===== config.mk =====
export PLATFORM = sky130hd
export DESIGN_NAME = dsgc_gate_ctrl
export DESIGN_NICKNAME = d
export VERILOG_FILES = /design/src/rtl/dsgc_pkg.sv /design/src/rtl/dsgc_gate_ctrl.sv
export SDC_FILE = /design/constraint.sdc
export NUM_CORES = 1
export LEC_CHECK = 0
export BUFFER_PORTS_ARGS = -buffer_cell sky130_fd_sc_hd__buf_2
export CAP_MARGIN = 30
export CORE_MARGIN = 2
export CORE_UTILIZATION = 50
export DETAILED_ROUTE_END_ITERATION = 12
export PLACE_DENSITY = 0.8
export SLEW_MARGIN = 20
export SYNTH_ARGS = -nofsm -noshare
export SYNTH_HDL_FRONTEND = slang
export SYNTH_SLANG_ARGS = --single-unit

===== constraint.sdc =====
create_clock -name core_clk -period 2.6 [get_ports core_clk]
set_input_delay 0 -clock core_clk [delete_from_list [all_inputs] [get_ports core_clk]]
set_output_delay 0 -clock core_clk [all_outputs]
set_load 0.01 [all_outputs]

===== src/rtl/dsgc_pkg.sv =====
/*
  Constants, carrier structs and state layout for the deep-sleep clock gating control block.
  Assumes a single core clock domain and an APB master that presents a 12-bit local byte address.
*/
`default_nettype none
package dsgc_pkg;
  localparam int ADDR_W = 12;
  localparam logic [11:0] RUN_CFG_OFF = 12'h060;
  localparam logic [11:0] RUN_GATE_OFF = 12'h108;
  localparam logic [11:0] SLEEP_GATE_OFF = 12'h118;
  localparam logic [11:0] DEEP_GATE_OFF = 12'h128;
  localparam logic [11:0] IRQ_STATUS_OFF = 12'h150;
  localparam logic [11:0] IRQ_ENABLE_OFF = 12'h154;
  localparam logic [11:0] IRQ_CLEAR_OFF = 12'h158;
  localparam int ACG_BIT = 27;
  localparam int PHY_BIT = 30;
  localparam int MAC_BIT = 28;
  localparam int PORT_MSB = 6;
  localparam int NUM_UNITS = 9;
  localparam int UNIT_PHY = 8;
  localparam int UNIT_MAC = 7;
  localparam logic [31:0] GATE_MASK = 32'h5000007F;
  localparam logic [31:0] GATE_RESET = 32'h00000000;
  localparam logic [31:0] READ_ZERO = 32'h00000000;
  localparam int NUM_EVT = 3;
  localparam int EVT_FAULT = 0;
  localparam int EVT_DEEP = 1;
  localparam int EVT_WAKE = 2;
  localparam logic [NUM_EVT-1:0] EVT_RESET = 3'h0;

  typedef enum logic [2:0] {
    DSGC_RUN = 3'b001,
    DSGC_SLEEP = 3'b010,
    DSGC_DEEP = 3'b100
  } dsgc_mode_t;

  typedef struct packed {
    logic psel;
    logic penable;
    logic pwrite;
    logic [ADDR_W-1:0] paddr;
    logic [31:0] pwdata;
  } dsgc_apb_req_t;

  typedef struct packed {
    logic pready;
    logic pslverr;
    logic [31:0] prdata;
  } dsgc_apb_rsp_t;

  typedef struct packed {
    logic [31:0] run_gate;
    logic [31:0] sleep_gate;
    logic [31:0] deep_gate;
    logic auto_gating_select;
    logic [NUM_EVT-1:0] irq_status;
    logic [NUM_EVT-1:0] irq_enable;
    logic [NUM_UNITS-1:0] clk_en;
    dsgc_mode_t mode;
    logic rsp_ok;
    logic pslverr;
    logic [31:0] prdata;
  } dsgc_state_t;

  localparam dsgc_state_t DSGC_STATE_RESET = '{
    run_gate: GATE_RESET, sleep_gate: GATE_RESET, deep_gate: GATE_RESET, auto_gating_select: 1'b0,
    irq_status: EVT_RESET, irq_enable: EVT_RESET, clk_en: 9'h000, mode: DSGC_RUN,
    rsp_ok: 1'b0, pslverr: 1'b0, prdata: READ_ZERO};

  // one unit enable per implemented register bit, ports in the low bits
  function automatic logic [NUM_UNITS-1:0] dsgc_units(input logic [31:0] g);
    return {g[PHY_BIT], g[MAC_BIT], g[PORT_MSB:0]};
  endfunction : dsgc_units
endpackage : dsgc_pkg
`default_nettype wire


===== src/rtl/dsgc_gate_ctrl.sv =====
/*
  Clock gating control with run, sleep and deep-sleep gating registers, APB register slave,
  gated-unit access faulting and a level interrupt.
  Assumes sleep_now, deep_now and unit_sel come from logic on core_clk; the real clock gates
  sit outside and follow unit_clk_en.
*/
// The APB register port was chosen for this implementation.
`default_nettype none
module dsgc_gate_ctrl
  import dsgc_pkg::*;
(
  input wire logic core_clk,
  input wire logic resetn,
  input wire logic core_ce,
  input wire dsgc_apb_req_t apb_req,
  output dsgc_apb_rsp_t apb_rsp,
  input wire logic sleep_now,
  input wire logic deep_now,
  input wire logic [NUM_UNITS-1:0] unit_sel,
  output logic [NUM_UNITS-1:0] unit_clk_en,
  output logic [NUM_UNITS-1:0] unit_fault,
  output logic irq
);
  dsgc_state_t st_reg;
  dsgc_state_t st_next;
  dsgc_mode_t mode_now;
  logic [31:0] gate_sel;
  logic [31:0] rd_val;
  logic rd_err;
  logic capture;
  logic done;
  logic wr_acc;
  logic [NUM_EVT-1:0] evt;
  logic [NUM_EVT-1:0] clr;
  logic [ADDR_W-1:0] addr;
  logic [31:0] wdata;

  assign addr = apb_req.paddr;
  assign wdata = apb_req.pwdata;

  // read data is latched a cycle early so prdata comes from a flop; a frozen
  // clock enable during setup just costs one wait state
  assign capture = apb_req.psel && core_ce && !(apb_req.penable && st_reg.rsp_ok);
  assign done = apb_req.psel && apb_req.penable && core_ce && st_reg.rsp_ok;
  assign wr_acc = done && apb_req.pwrite && !st_reg.pslverr;

  // the deep and sleep registers only count with auto-gating selected
  always_comb begin
    if (st_reg.auto_gating_select && deep_now) begin
      mode_now = DSGC_DEEP;
    end else if (st_reg.auto_gating_select && sleep_now) begin
      mode_now = DSGC_SLEEP;
    end else begin
      mode_now = DSGC_RUN;
    end
  end

  always_comb begin
    case (mode_now)
      DSGC_DEEP: gate_sel = st_reg.deep_gate;
      DSGC_SLEEP: gate_sel = st_reg.sleep_gate;
      default: gate_sel = st_reg.run_gate;
    endcase
  end

  // fault uses the enable actually driven to the gates, not the pending one
  assign unit_fault = unit_sel & ~st_reg.clk_en;

  always_comb begin
    evt = EVT_RESET;
    evt[EVT_FAULT] = |unit_fault;
    evt[EVT_DEEP] = (mode_now == DSGC_DEEP) && (st_reg.mode != DSGC_DEEP);
    evt[EVT_WAKE] = (mode_now == DSGC_RUN) && (st_reg.mode != DSGC_RUN);
  end

  // reserved bits are masked on read and write alike
  always_comb begin
    rd_err = 1'b0;
    rd_val = READ_ZERO;
    if (addr == RUN_CFG_OFF) begin
      rd_val[ACG_BIT] = st_reg.auto_gating_select;
    end else if (addr == RUN_GATE_OFF) begin
      rd_val = st_reg.run_gate & GATE_MASK;
    end else if (addr == SLEEP_GATE_OFF) begin
      rd_val = st_reg.sleep_gate & GATE_MASK;
    end else if (addr == DEEP_GATE_OFF) begin
      rd_val = st_reg.deep_gate & GATE_MASK;
    end else if (addr == IRQ_STATUS_OFF) begin
      rd_val[NUM_EVT-1:0] = st_reg.irq_status;
    end else if (addr == IRQ_ENABLE_OFF) begin
      rd_val[NUM_EVT-1:0] = st_reg.irq_enable;
    end else if (addr == IRQ_CLEAR_OFF) begin
      rd_val = READ_ZERO;
    end else begin
      rd_err = 1'b1;
    end
  end

  always_comb begin
    clr = EVT_RESET;
    if (wr_acc && (addr == IRQ_CLEAR_OFF)) begin
      clr = wdata[NUM_EVT-1:0];
    end
  end

  always_comb begin
    st_next = st_reg;
    if (core_ce) begin
      st_next.clk_en = dsgc_units(gate_sel);
      st_next.mode = mode_now;
      if (capture) begin
        st_next.prdata = rd_val;
        st_next.pslverr = rd_err;
        st_next.rsp_ok = 1'b1;
      end else if (done) begin
        st_next.rsp_ok = 1'b0;
      end
      if (wr_acc) begin
        if (addr == RUN_CFG_OFF) begin
          st_next.auto_gating_select = wdata[ACG_BIT];
        end else if (addr == RUN_GATE_OFF) begin
          st_next.run_gate = wdata & GATE_MASK;
        end else if (addr == SLEEP_GATE_OFF) begin
          st_next.sleep_gate = wdata & GATE_MASK;
        end else if (addr == DEEP_GATE_OFF) begin
          st_next.deep_gate = wdata & GATE_MASK;
        end else if (addr == IRQ_ENABLE_OFF) begin
          st_next.irq_enable = wdata[NUM_EVT-1:0];
        end
      end
      // a new event beats a clear in the same cycle
      st_next.irq_status = (st_reg.irq_status & ~clr) | evt;
    end
  end

  always_ff @(posedge core_clk or negedge resetn) begin
    if (!resetn) begin
      st_reg <= DSGC_STATE_RESET;
    end else begin
      st_reg <= st_next;
    end
  end

  assign unit_clk_en = st_reg.clk_en;
  assign irq = |(st_reg.irq_status & st_reg.irq_enable);
  assign apb_rsp.pready = done;
  assign apb_rsp.pslverr = st_reg.pslverr;
  assign apb_rsp.prdata = st_reg.prdata;

  a_fault_gated_port: assert property (@(posedge core_clk) disable iff (!resetn)
    (unit_sel[0] && !unit_clk_en[0]) |-> unit_fault[0])
    else $error("access to gated port gave no fault");

  a_no_fault_clocked: assert property (@(posedge core_clk) disable iff (!resetn)
    (unit_sel[UNIT_PHY] && unit_clk_en[UNIT_PHY]) |-> !unit_fault[UNIT_PHY])
    else $error("fault raised on clocked unit");

  a_deep_selects: assert property (@(posedge core_clk) disable iff (!resetn)
    (core_ce && st_reg.auto_gating_select && deep_now) |=> (unit_clk_en == dsgc_units($past(st_reg.deep_gate))))
    else $error("deep sleep did not use deep gating register");

  a_run_no_acg: assert property (@(posedge core_clk) disable iff (!resetn)
    (core_ce && !st_reg.auto_gating_select) |=> (unit_clk_en == dsgc_units($past(st_reg.run_gate))))
    else $error("without auto-gating run register not used");

  a_sleep_selects: assert property (@(posedge core_clk) disable iff (!resetn)
    (core_ce && st_reg.auto_gating_select && sleep_now && !deep_now)
      |=> (unit_clk_en == dsgc_units($past(st_reg.sleep_gate))))
    else $error("sleep did not use sleep gating register");

  a_phy_bit_map: assert property (@(posedge core_clk) disable iff (!resetn)
    (core_ce && st_reg.auto_gating_select && deep_now) |=> (unit_clk_en[UNIT_PHY] == $past(st_reg.deep_gate[PHY_BIT])))
    else $error("physical layer enable not from bit 30");

  a_mac_bit_map: assert property (@(posedge core_clk) disable iff (!resetn)
    (core_ce && !st_reg.auto_gating_select) |=> (unit_clk_en[UNIT_MAC] == $past(st_reg.run_gate[MAC_BIT])))
    else $error("media access enable not from bit 28");

  a_deep_write: assert property (@(posedge core_clk) disable iff (!resetn)
    (wr_acc && addr == DEEP_GATE_OFF) |=> (st_reg.deep_gate == ($past(wdata) & GATE_MASK)))
    else $error("deep gating write not stored");

  a_reserved_zero: assert property (@(posedge core_clk) disable iff (!resetn)
    (done && !apb_req.pwrite && addr == DEEP_GATE_OFF) |-> ((apb_rsp.prdata & ~GATE_MASK) == READ_ZERO))
    else $error("reserved bits read non-zero");

  // an enable write in the same cycle may legally mask the new event
  a_fault_irq: assert property (@(posedge core_clk) disable iff (!resetn)
    (core_ce && (|unit_fault) && st_reg.irq_enable[EVT_FAULT] && !(wr_acc && addr == IRQ_ENABLE_OFF)) |=> irq)
    else $error("enabled fault event gave no interrupt");

  a_fault_all_units: assert property (@(posedge core_clk) disable iff (!resetn)
    unit_fault == (unit_sel & ~unit_clk_en))
    else $error("fault vector does not follow gated selects");

  a_fault_sets_status: assert property (@(posedge core_clk) disable iff (!resetn)
    (core_ce && (|unit_fault)) |=> st_reg.irq_status[EVT_FAULT])
    else $error("fault event not recorded");

  a_fault_sticky: assert property (@(posedge core_clk) disable iff (!resetn)
    (core_ce && st_reg.irq_status[EVT_FAULT] && !clr[EVT_FAULT]) |=> st_reg.irq_status[EVT_FAULT])
    else $error("fault status dropped without clear");

  // a frozen enable must leave the gates alone, whatever the power state does
  a_freeze_gates: assert property (@(posedge core_clk) disable iff (!resetn)
    !core_ce |=> $stable(unit_clk_en))
    else $error("gating changed while frozen");

  a_freeze_irq: assert property (@(posedge core_clk) disable iff (!resetn)
    !core_ce |=> $stable(irq))
    else $error("interrupt changed while frozen");

  a_freeze_no_ready: assert property (@(posedge core_clk) disable iff (!resetn)
    !core_ce |-> !apb_rsp.pready)
    else $error("ready given while frozen");

  a_ready_in_access: assert property (@(posedge core_clk) disable iff (!resetn)
    apb_rsp.pready |-> (apb_req.psel && apb_req.penable))
    else $error("ready outside an access phase");

  a_deep_read_back: assert property (@(posedge core_clk) disable iff (!resetn)
    (done && !apb_req.pwrite && addr == DEEP_GATE_OFF) |-> (apb_rsp.prdata == (st_reg.deep_gate & GATE_MASK)))
    else $error("deep gating read back wrong");

  a_deep_no_err: assert property (@(posedge core_clk) disable iff (!resetn)
    (done && addr == DEEP_GATE_OFF) |-> !apb_rsp.pslverr)
    else $error("deep gating access errored");

  a_run_write: assert property (@(posedge core_clk) disable iff (!resetn)
    (wr_acc && addr == RUN_GATE_OFF) |=> (st_reg.run_gate == ($past(wdata) & GATE_MASK)))
    else $error("run gating write not stored");

  a_sleep_write: assert property (@(posedge core_clk) disable iff (!resetn)
    (wr_acc && addr == SLEEP_GATE_OFF) |=> (st_reg.sleep_gate == ($past(wdata) & GATE_MASK)))
    else $error("sleep gating write not stored");

  a_acg_write: assert property (@(posedge core_clk) disable iff (!resetn)
    (wr_acc && addr == RUN_CFG_OFF) |=> (st_reg.auto_gating_select == $past(wdata[ACG_BIT])))
    else $error("auto-gating select not stored");

  a_sleep_no_acg: assert property (@(posedge core_clk) disable iff (!resetn)
    (core_ce && !st_reg.auto_gating_select && sleep_now) |=> (unit_clk_en == dsgc_units($past(st_reg.run_gate))))
    else $error("sleep register used without auto-gating");

  a_phy_run_map: assert property (@(posedge core_clk) disable iff (!resetn)
    (core_ce && !st_reg.auto_gating_select) |=> (unit_clk_en[UNIT_PHY] == $past(st_reg.run_gate[PHY_BIT])))
    else $error("physical layer run enable not from bit 30");

  a_mac_deep_map: assert property (@(posedge core_clk) disable iff (!resetn)
    (core_ce && st_reg.auto_gating_select && deep_now) |=> (unit_clk_en[UNIT_MAC] == $past(st_reg.deep_gate[MAC_BIT])))
    else $error("media access deep enable not from bit 28");

  a_port_deep_map: assert property (@(posedge core_clk) disable iff (!resetn)
    (core_ce && st_reg.auto_gating_select && deep_now)
      |=> (unit_clk_en[PORT_MSB:0] == $past(st_reg.deep_gate[PORT_MSB:0])))
    else $error("port enables not from bits 6..0");

  // reserved bits can never be stored, so nothing downstream can see them
  a_reserved_stored: assert property (@(posedge core_clk) disable iff (!resetn)
    (((st_reg.run_gate | st_reg.sleep_gate | st_reg.deep_gate) & ~GATE_MASK) == READ_ZERO))
    else $error("reserved gating bit stored");

  a_run_cfg_read: assert property (@(posedge core_clk) disable iff (!resetn)
    (done && !apb_req.pwrite && addr == RUN_CFG_OFF) |-> (apb_rsp.prdata[ACG_BIT-1:0] == 27'h0000000))
    else $error("configuration reserved bits read non-zero");
endmodule : dsgc_gate_ctrl
`default_nettype wire


==> metrics.md <==
| Metric | Value |
|---|---|
| Ys flop type | dfrtp_1 |
| Final clock skew | 0.006278 ns |
| Maximum number of pins on one net before global-route repair | 27 |
| Io pins | roughly 110 |
| Highest-delay cell along the critical path | nor4b_4 |
| DRC marker count from the first detailed-route iteration | 179 |
| Final instance count without filler cells | 472 |
| Highest cell delay on the worst timing path | about 0.44 ns |
| Initial antenna violation count | 0 |
| FF-to-FF Start | st_reg[33] |
| Share of cells above drive strength 1 | 36.46% |
| TritonCTS clock tree | done |
| Fraction of the mapped netlist area in simple logic gates | around 16% |
| Final number of hold-violating endpoints | 0 |
| Die area | 7251 um2 |
| Layout overhead on the synthesized area | 15.88% |
| Minimum clock period after layout | 2.075 ns |
| Crit path DAT | 2.29 ns |
| Global-route total usage across every layer | 21.77% |
| Share of power burned in the clock network | 40.3% |
| Synthesized area divided by synthesized cell count | 10.23 um2 |
| Multiplexer share of the synthesized area | 15.05% |
| Placed cell count | roughly 440 |
| Residual DRC | 0 |
| Crit Path Category | flop to flop |
| Async set-reset flop share out of synthesis | 100.0% |
| Total congestion overflow after global routing | 0 |
| Outcome | finished clean |
| Number of distinct library cells after synthesis | 41 |
| Clk slew on worst S/H paths | 0.06 ns |
| First-pass iteration count of the detailed router | 4 |
| Reported net switching power | 0.4680 mW |
| Register Area | between 1000 and 1500 um2 |
| Sequential fraction of design power | 49.0% |
| Via/cell ratio | 5.451 |
| Measured slew at the worst slew-check pin | 0.6515 ns |
| Type of element launching the critical path | flop |
| TritonCTS sink count | 58 |
| Wire length of the first global-routing pass | 12,230 um |
| Starting density of the core | 51.86% |
| Number of routed nets with antenna violations | 0 |
| Post-layout net count | 451 |
| Weighted congestion at the end of routability-driven global placement | between 0.8 and 0.9 |
| Buffer count from post-CTS setup fixing | 0 |
| Post-synthesis adder-cell area fraction | 0% |
| Final wirelength | around 7600 um |
| Number of port buffers | between 60 and 70 |
| Flip-flop count of the largest register, all copies and words added | 38 |
| Upper clock frequency limit | 481.9 MHz |
| Average wire per cell in the routed design | between 15 and 20 um |
| Sequential fraction of the synthesis area | 44.11% |
| Internal power of the cells | 1.418 mW |
| Max Fanout on Critical Path | 5 |
| Total Neg Setup Slack | 0 ns |
| Total standard cell area after synthesis | between 3000 and 4000 um2 |
| Number of levels in the clock H-tree | 3 |
| Total area of multi-input combinational cells | ~1500 um2 |
| Data required time of the critical path | 2.82 ns |
| R2R depth | 5 |
| Number of cell rows | 29 |
| Part of the total power dissipated in combinational logic | 10.7% |
| Worst IR Drop VDD | 0.4050 mV |
| Antenna cell count | 0 |
| Number of global-route vias before repair | roughly 2,500 |
| Fill count | 549 |
| Later-pin clock latency in the skew report | 0.34 ns |
| Die Y-Extent | 85.16 um |
| Capturing element type of the critical path | flop |
| Worst reg2reg path endpoint | st_reg[90] |
| Die width | roughly 85 um |
| Clock root buffer | clkbuf_8 |
| Main combinational cell family by area after synthesis | simple AND/OR/NAND/NOR gates |
| Number of maximum-capacitance constraint violations | 0 |
| Post-detailed-placement half-perimeter wirelength | 5499 um |
| Final setup vio count | 0 |
| RSZ-0062 raised after global routing | false |
| Max clock buf depth | 2 |
| Share of the cycle needed by the critical path after routing | 79.80% |
| Number of instances in the synthesized netlist | 322 |
| Flip-flop and latch count after synthesis | 58 |
| Fraction of the core area covered by cells at the end of the flow | 60.10% |
| Critical path cell sequence | nand4_1, or2_1, nor4b_4, buf_4, mux2_2 |
| Placeable Area | 6350 um2 |
| Number of pins exceeding their max-slew limit in the final report | 0 |
| Warnings, synthesis | 0 |
| Cell leakage power | roughly 1.9 nW |
| Share of the synthesized area in compound gates (AO/OA/AOI/OAI) | 11.78% |
| Worst slew slack as a fraction of its limit | 56.17% |
| Power per standard cell area | just under 500 nW/um2 |
| Switching Fraction | about a quarter |
| Clock buffers created by TritonCTS | 9 |
| EDFF count, synth | 0 |
| Path category of the worst min-delay check | primary input to async pin |
| Number of vias in the routed layout | between 2,000 and 3,000 |
| Xor and xnor area share after synthesis | 0% |
| Register-to-register path setup slack | 0.53 ns |
==> worst max-delay path, delay by kind of cell, from the launching register on <==
kind | cells | cell delay, ns
buffers and inverters | 1 | 0.24
flip-flops | 1 | 0.39
multiplexers | 1 | 0.34
AND/OR/NAND/NOR | 3 | 0.99
==> area by class of cell <==
cell class | instances | area share [%]
clock inverters | 1 | 0.1967
repair buffers | 91 | 14.16
multi-input cells | 216 | 39.05
flip-flops and latches | 58 | 38.07
inverters | 14 | 1.377
well taps | 77 | 2.525
clock buffers | 15 | 4.623
==> worst max path at each step <==
stage          startpoint          end  slack [ns]  cells after the start
6_report       st_reg[33]   st_reg[90]        0.53                      5
5_1_grt        st_reg[33]   st_reg[90]        0.42                      5
3_3_place_gp   st_reg[33]   st_reg[89]        0.61                      5
4_1_cts        st_reg[33]   st_reg[90]        0.54                      5
3_5_place_dp   st_reg[33]   st_reg[89]        0.57                      5
2_1_floorplan  st_reg[33]  st_reg[113]        0.74                      5
==> metrics by stage <==
stage | power (mW) | setup WS, ns | area [um2] | hold WS [ns]
after global placement | 1.122 | 0.6101 | 3512 | -0.08981
after detailed placement | 1.129 | 0.5716 | 3512 | -0.08311
after global routing | 1.984 | 0.4188 | 3816 | 0.09295
final | 1.886 | 0.5251 | 3816 | 0.09971
after CTS | 1.912 | 0.5353 | 3816 | 0.08463
after floorplan | 1.065 | 0.7401 | 3372 | -0.2956
==> what timing repair did <==
| item | 4_1_cts | 5_1_grt |
|---|---|---|
| endpoints found under the hold margin | 89 | 0 |
| gates resized for setup | 0 | 0 |
| hold buffers | 12 | 0 |
| endpoints found under the setup margin | 0 | 0 |
==> kinds of logic after synthesis <==
family / after synthesis
compound gates: 57
buf+inv: 69
flops: 58
mux: 44
other cells: 1
simple gates: 93
==> metal layers <==
metal	track usage, %	vias up	wire length [um]
met1	27.46	1251	3090
met2	37.07	97	3900
met3	6.420	8	540
li1	-	1217	-
met4	4.906	0	101
met5	0	-	0
==> cell usage after synthesis, types with 2 or more instances <==
master | n | area [um2]
dfrtp_1 | 57 | 1426
buf_4 | 45 | 337.8
mux2_2 | 44 | 495.5
nand2_1 | 22 | 82.58
o21ai_0 | 22 | 110.1
nor2_1 | 20 | 75.07
inv_1 | 13 | 48.80
nor2b_1 | 11 | 68.82
nand3_1 | 10 | 50.05
a22oi_1 | 9 | 67.56
clkbuf_1 | 8 | 30.03
o2111ai_1 | 7 | 61.31
a221oi_1 | 4 | 35.03
nand4_1 | 4 | 25.02
nor3_1 | 4 | 20.02
o31ai_1 | 4 | 30.03
a21oi_1 | 3 | 15.01
and2_1 | 3 | 18.77
o211ai_1 | 3 | 22.52
a32o_1 | 2 | 20.02
and3_1 | 2 | 12.51
nand2b_1 | 2 | 12.51
nor2_2 | 2 | 12.51
nor4_1 | 2 | 12.51
nor4b_1 | 2 | 17.52
nor4b_4 | 2 | 47.55
==> power groups by stage <==
stage	Clock (mW)	Combinational [mW]	Sequential (mW)
after floorplan	0	0.127	0.938
after global routing	0.834	0.224	0.926
after global placement	0	0.182	0.940
after detailed placement	0	0.188	0.941
final	0.760	0.202	0.925
after CTS	0.786	0.202	0.924
==> placed cells by master, fill, tap and decap left out, types with 7 or more instances in the layout <==
cell type      netlist  layout
o21ai_0             22      22
dfrtp_1             57      57
buf_4               45      10
mux2_2              44      44
a22oi_1              9       9
nor2_1              20      20
inv_1               13      13
clkbuf_8             0      12
dlygate4sd3_1        0      12
nand3_1             10      10
o2111ai_1            7       7
nand2_1             22      22
conb_1               1      22
buf_2                1      69
nor2b_1             11      11
No activity file was read; power rests on OpenSTA's default activity.
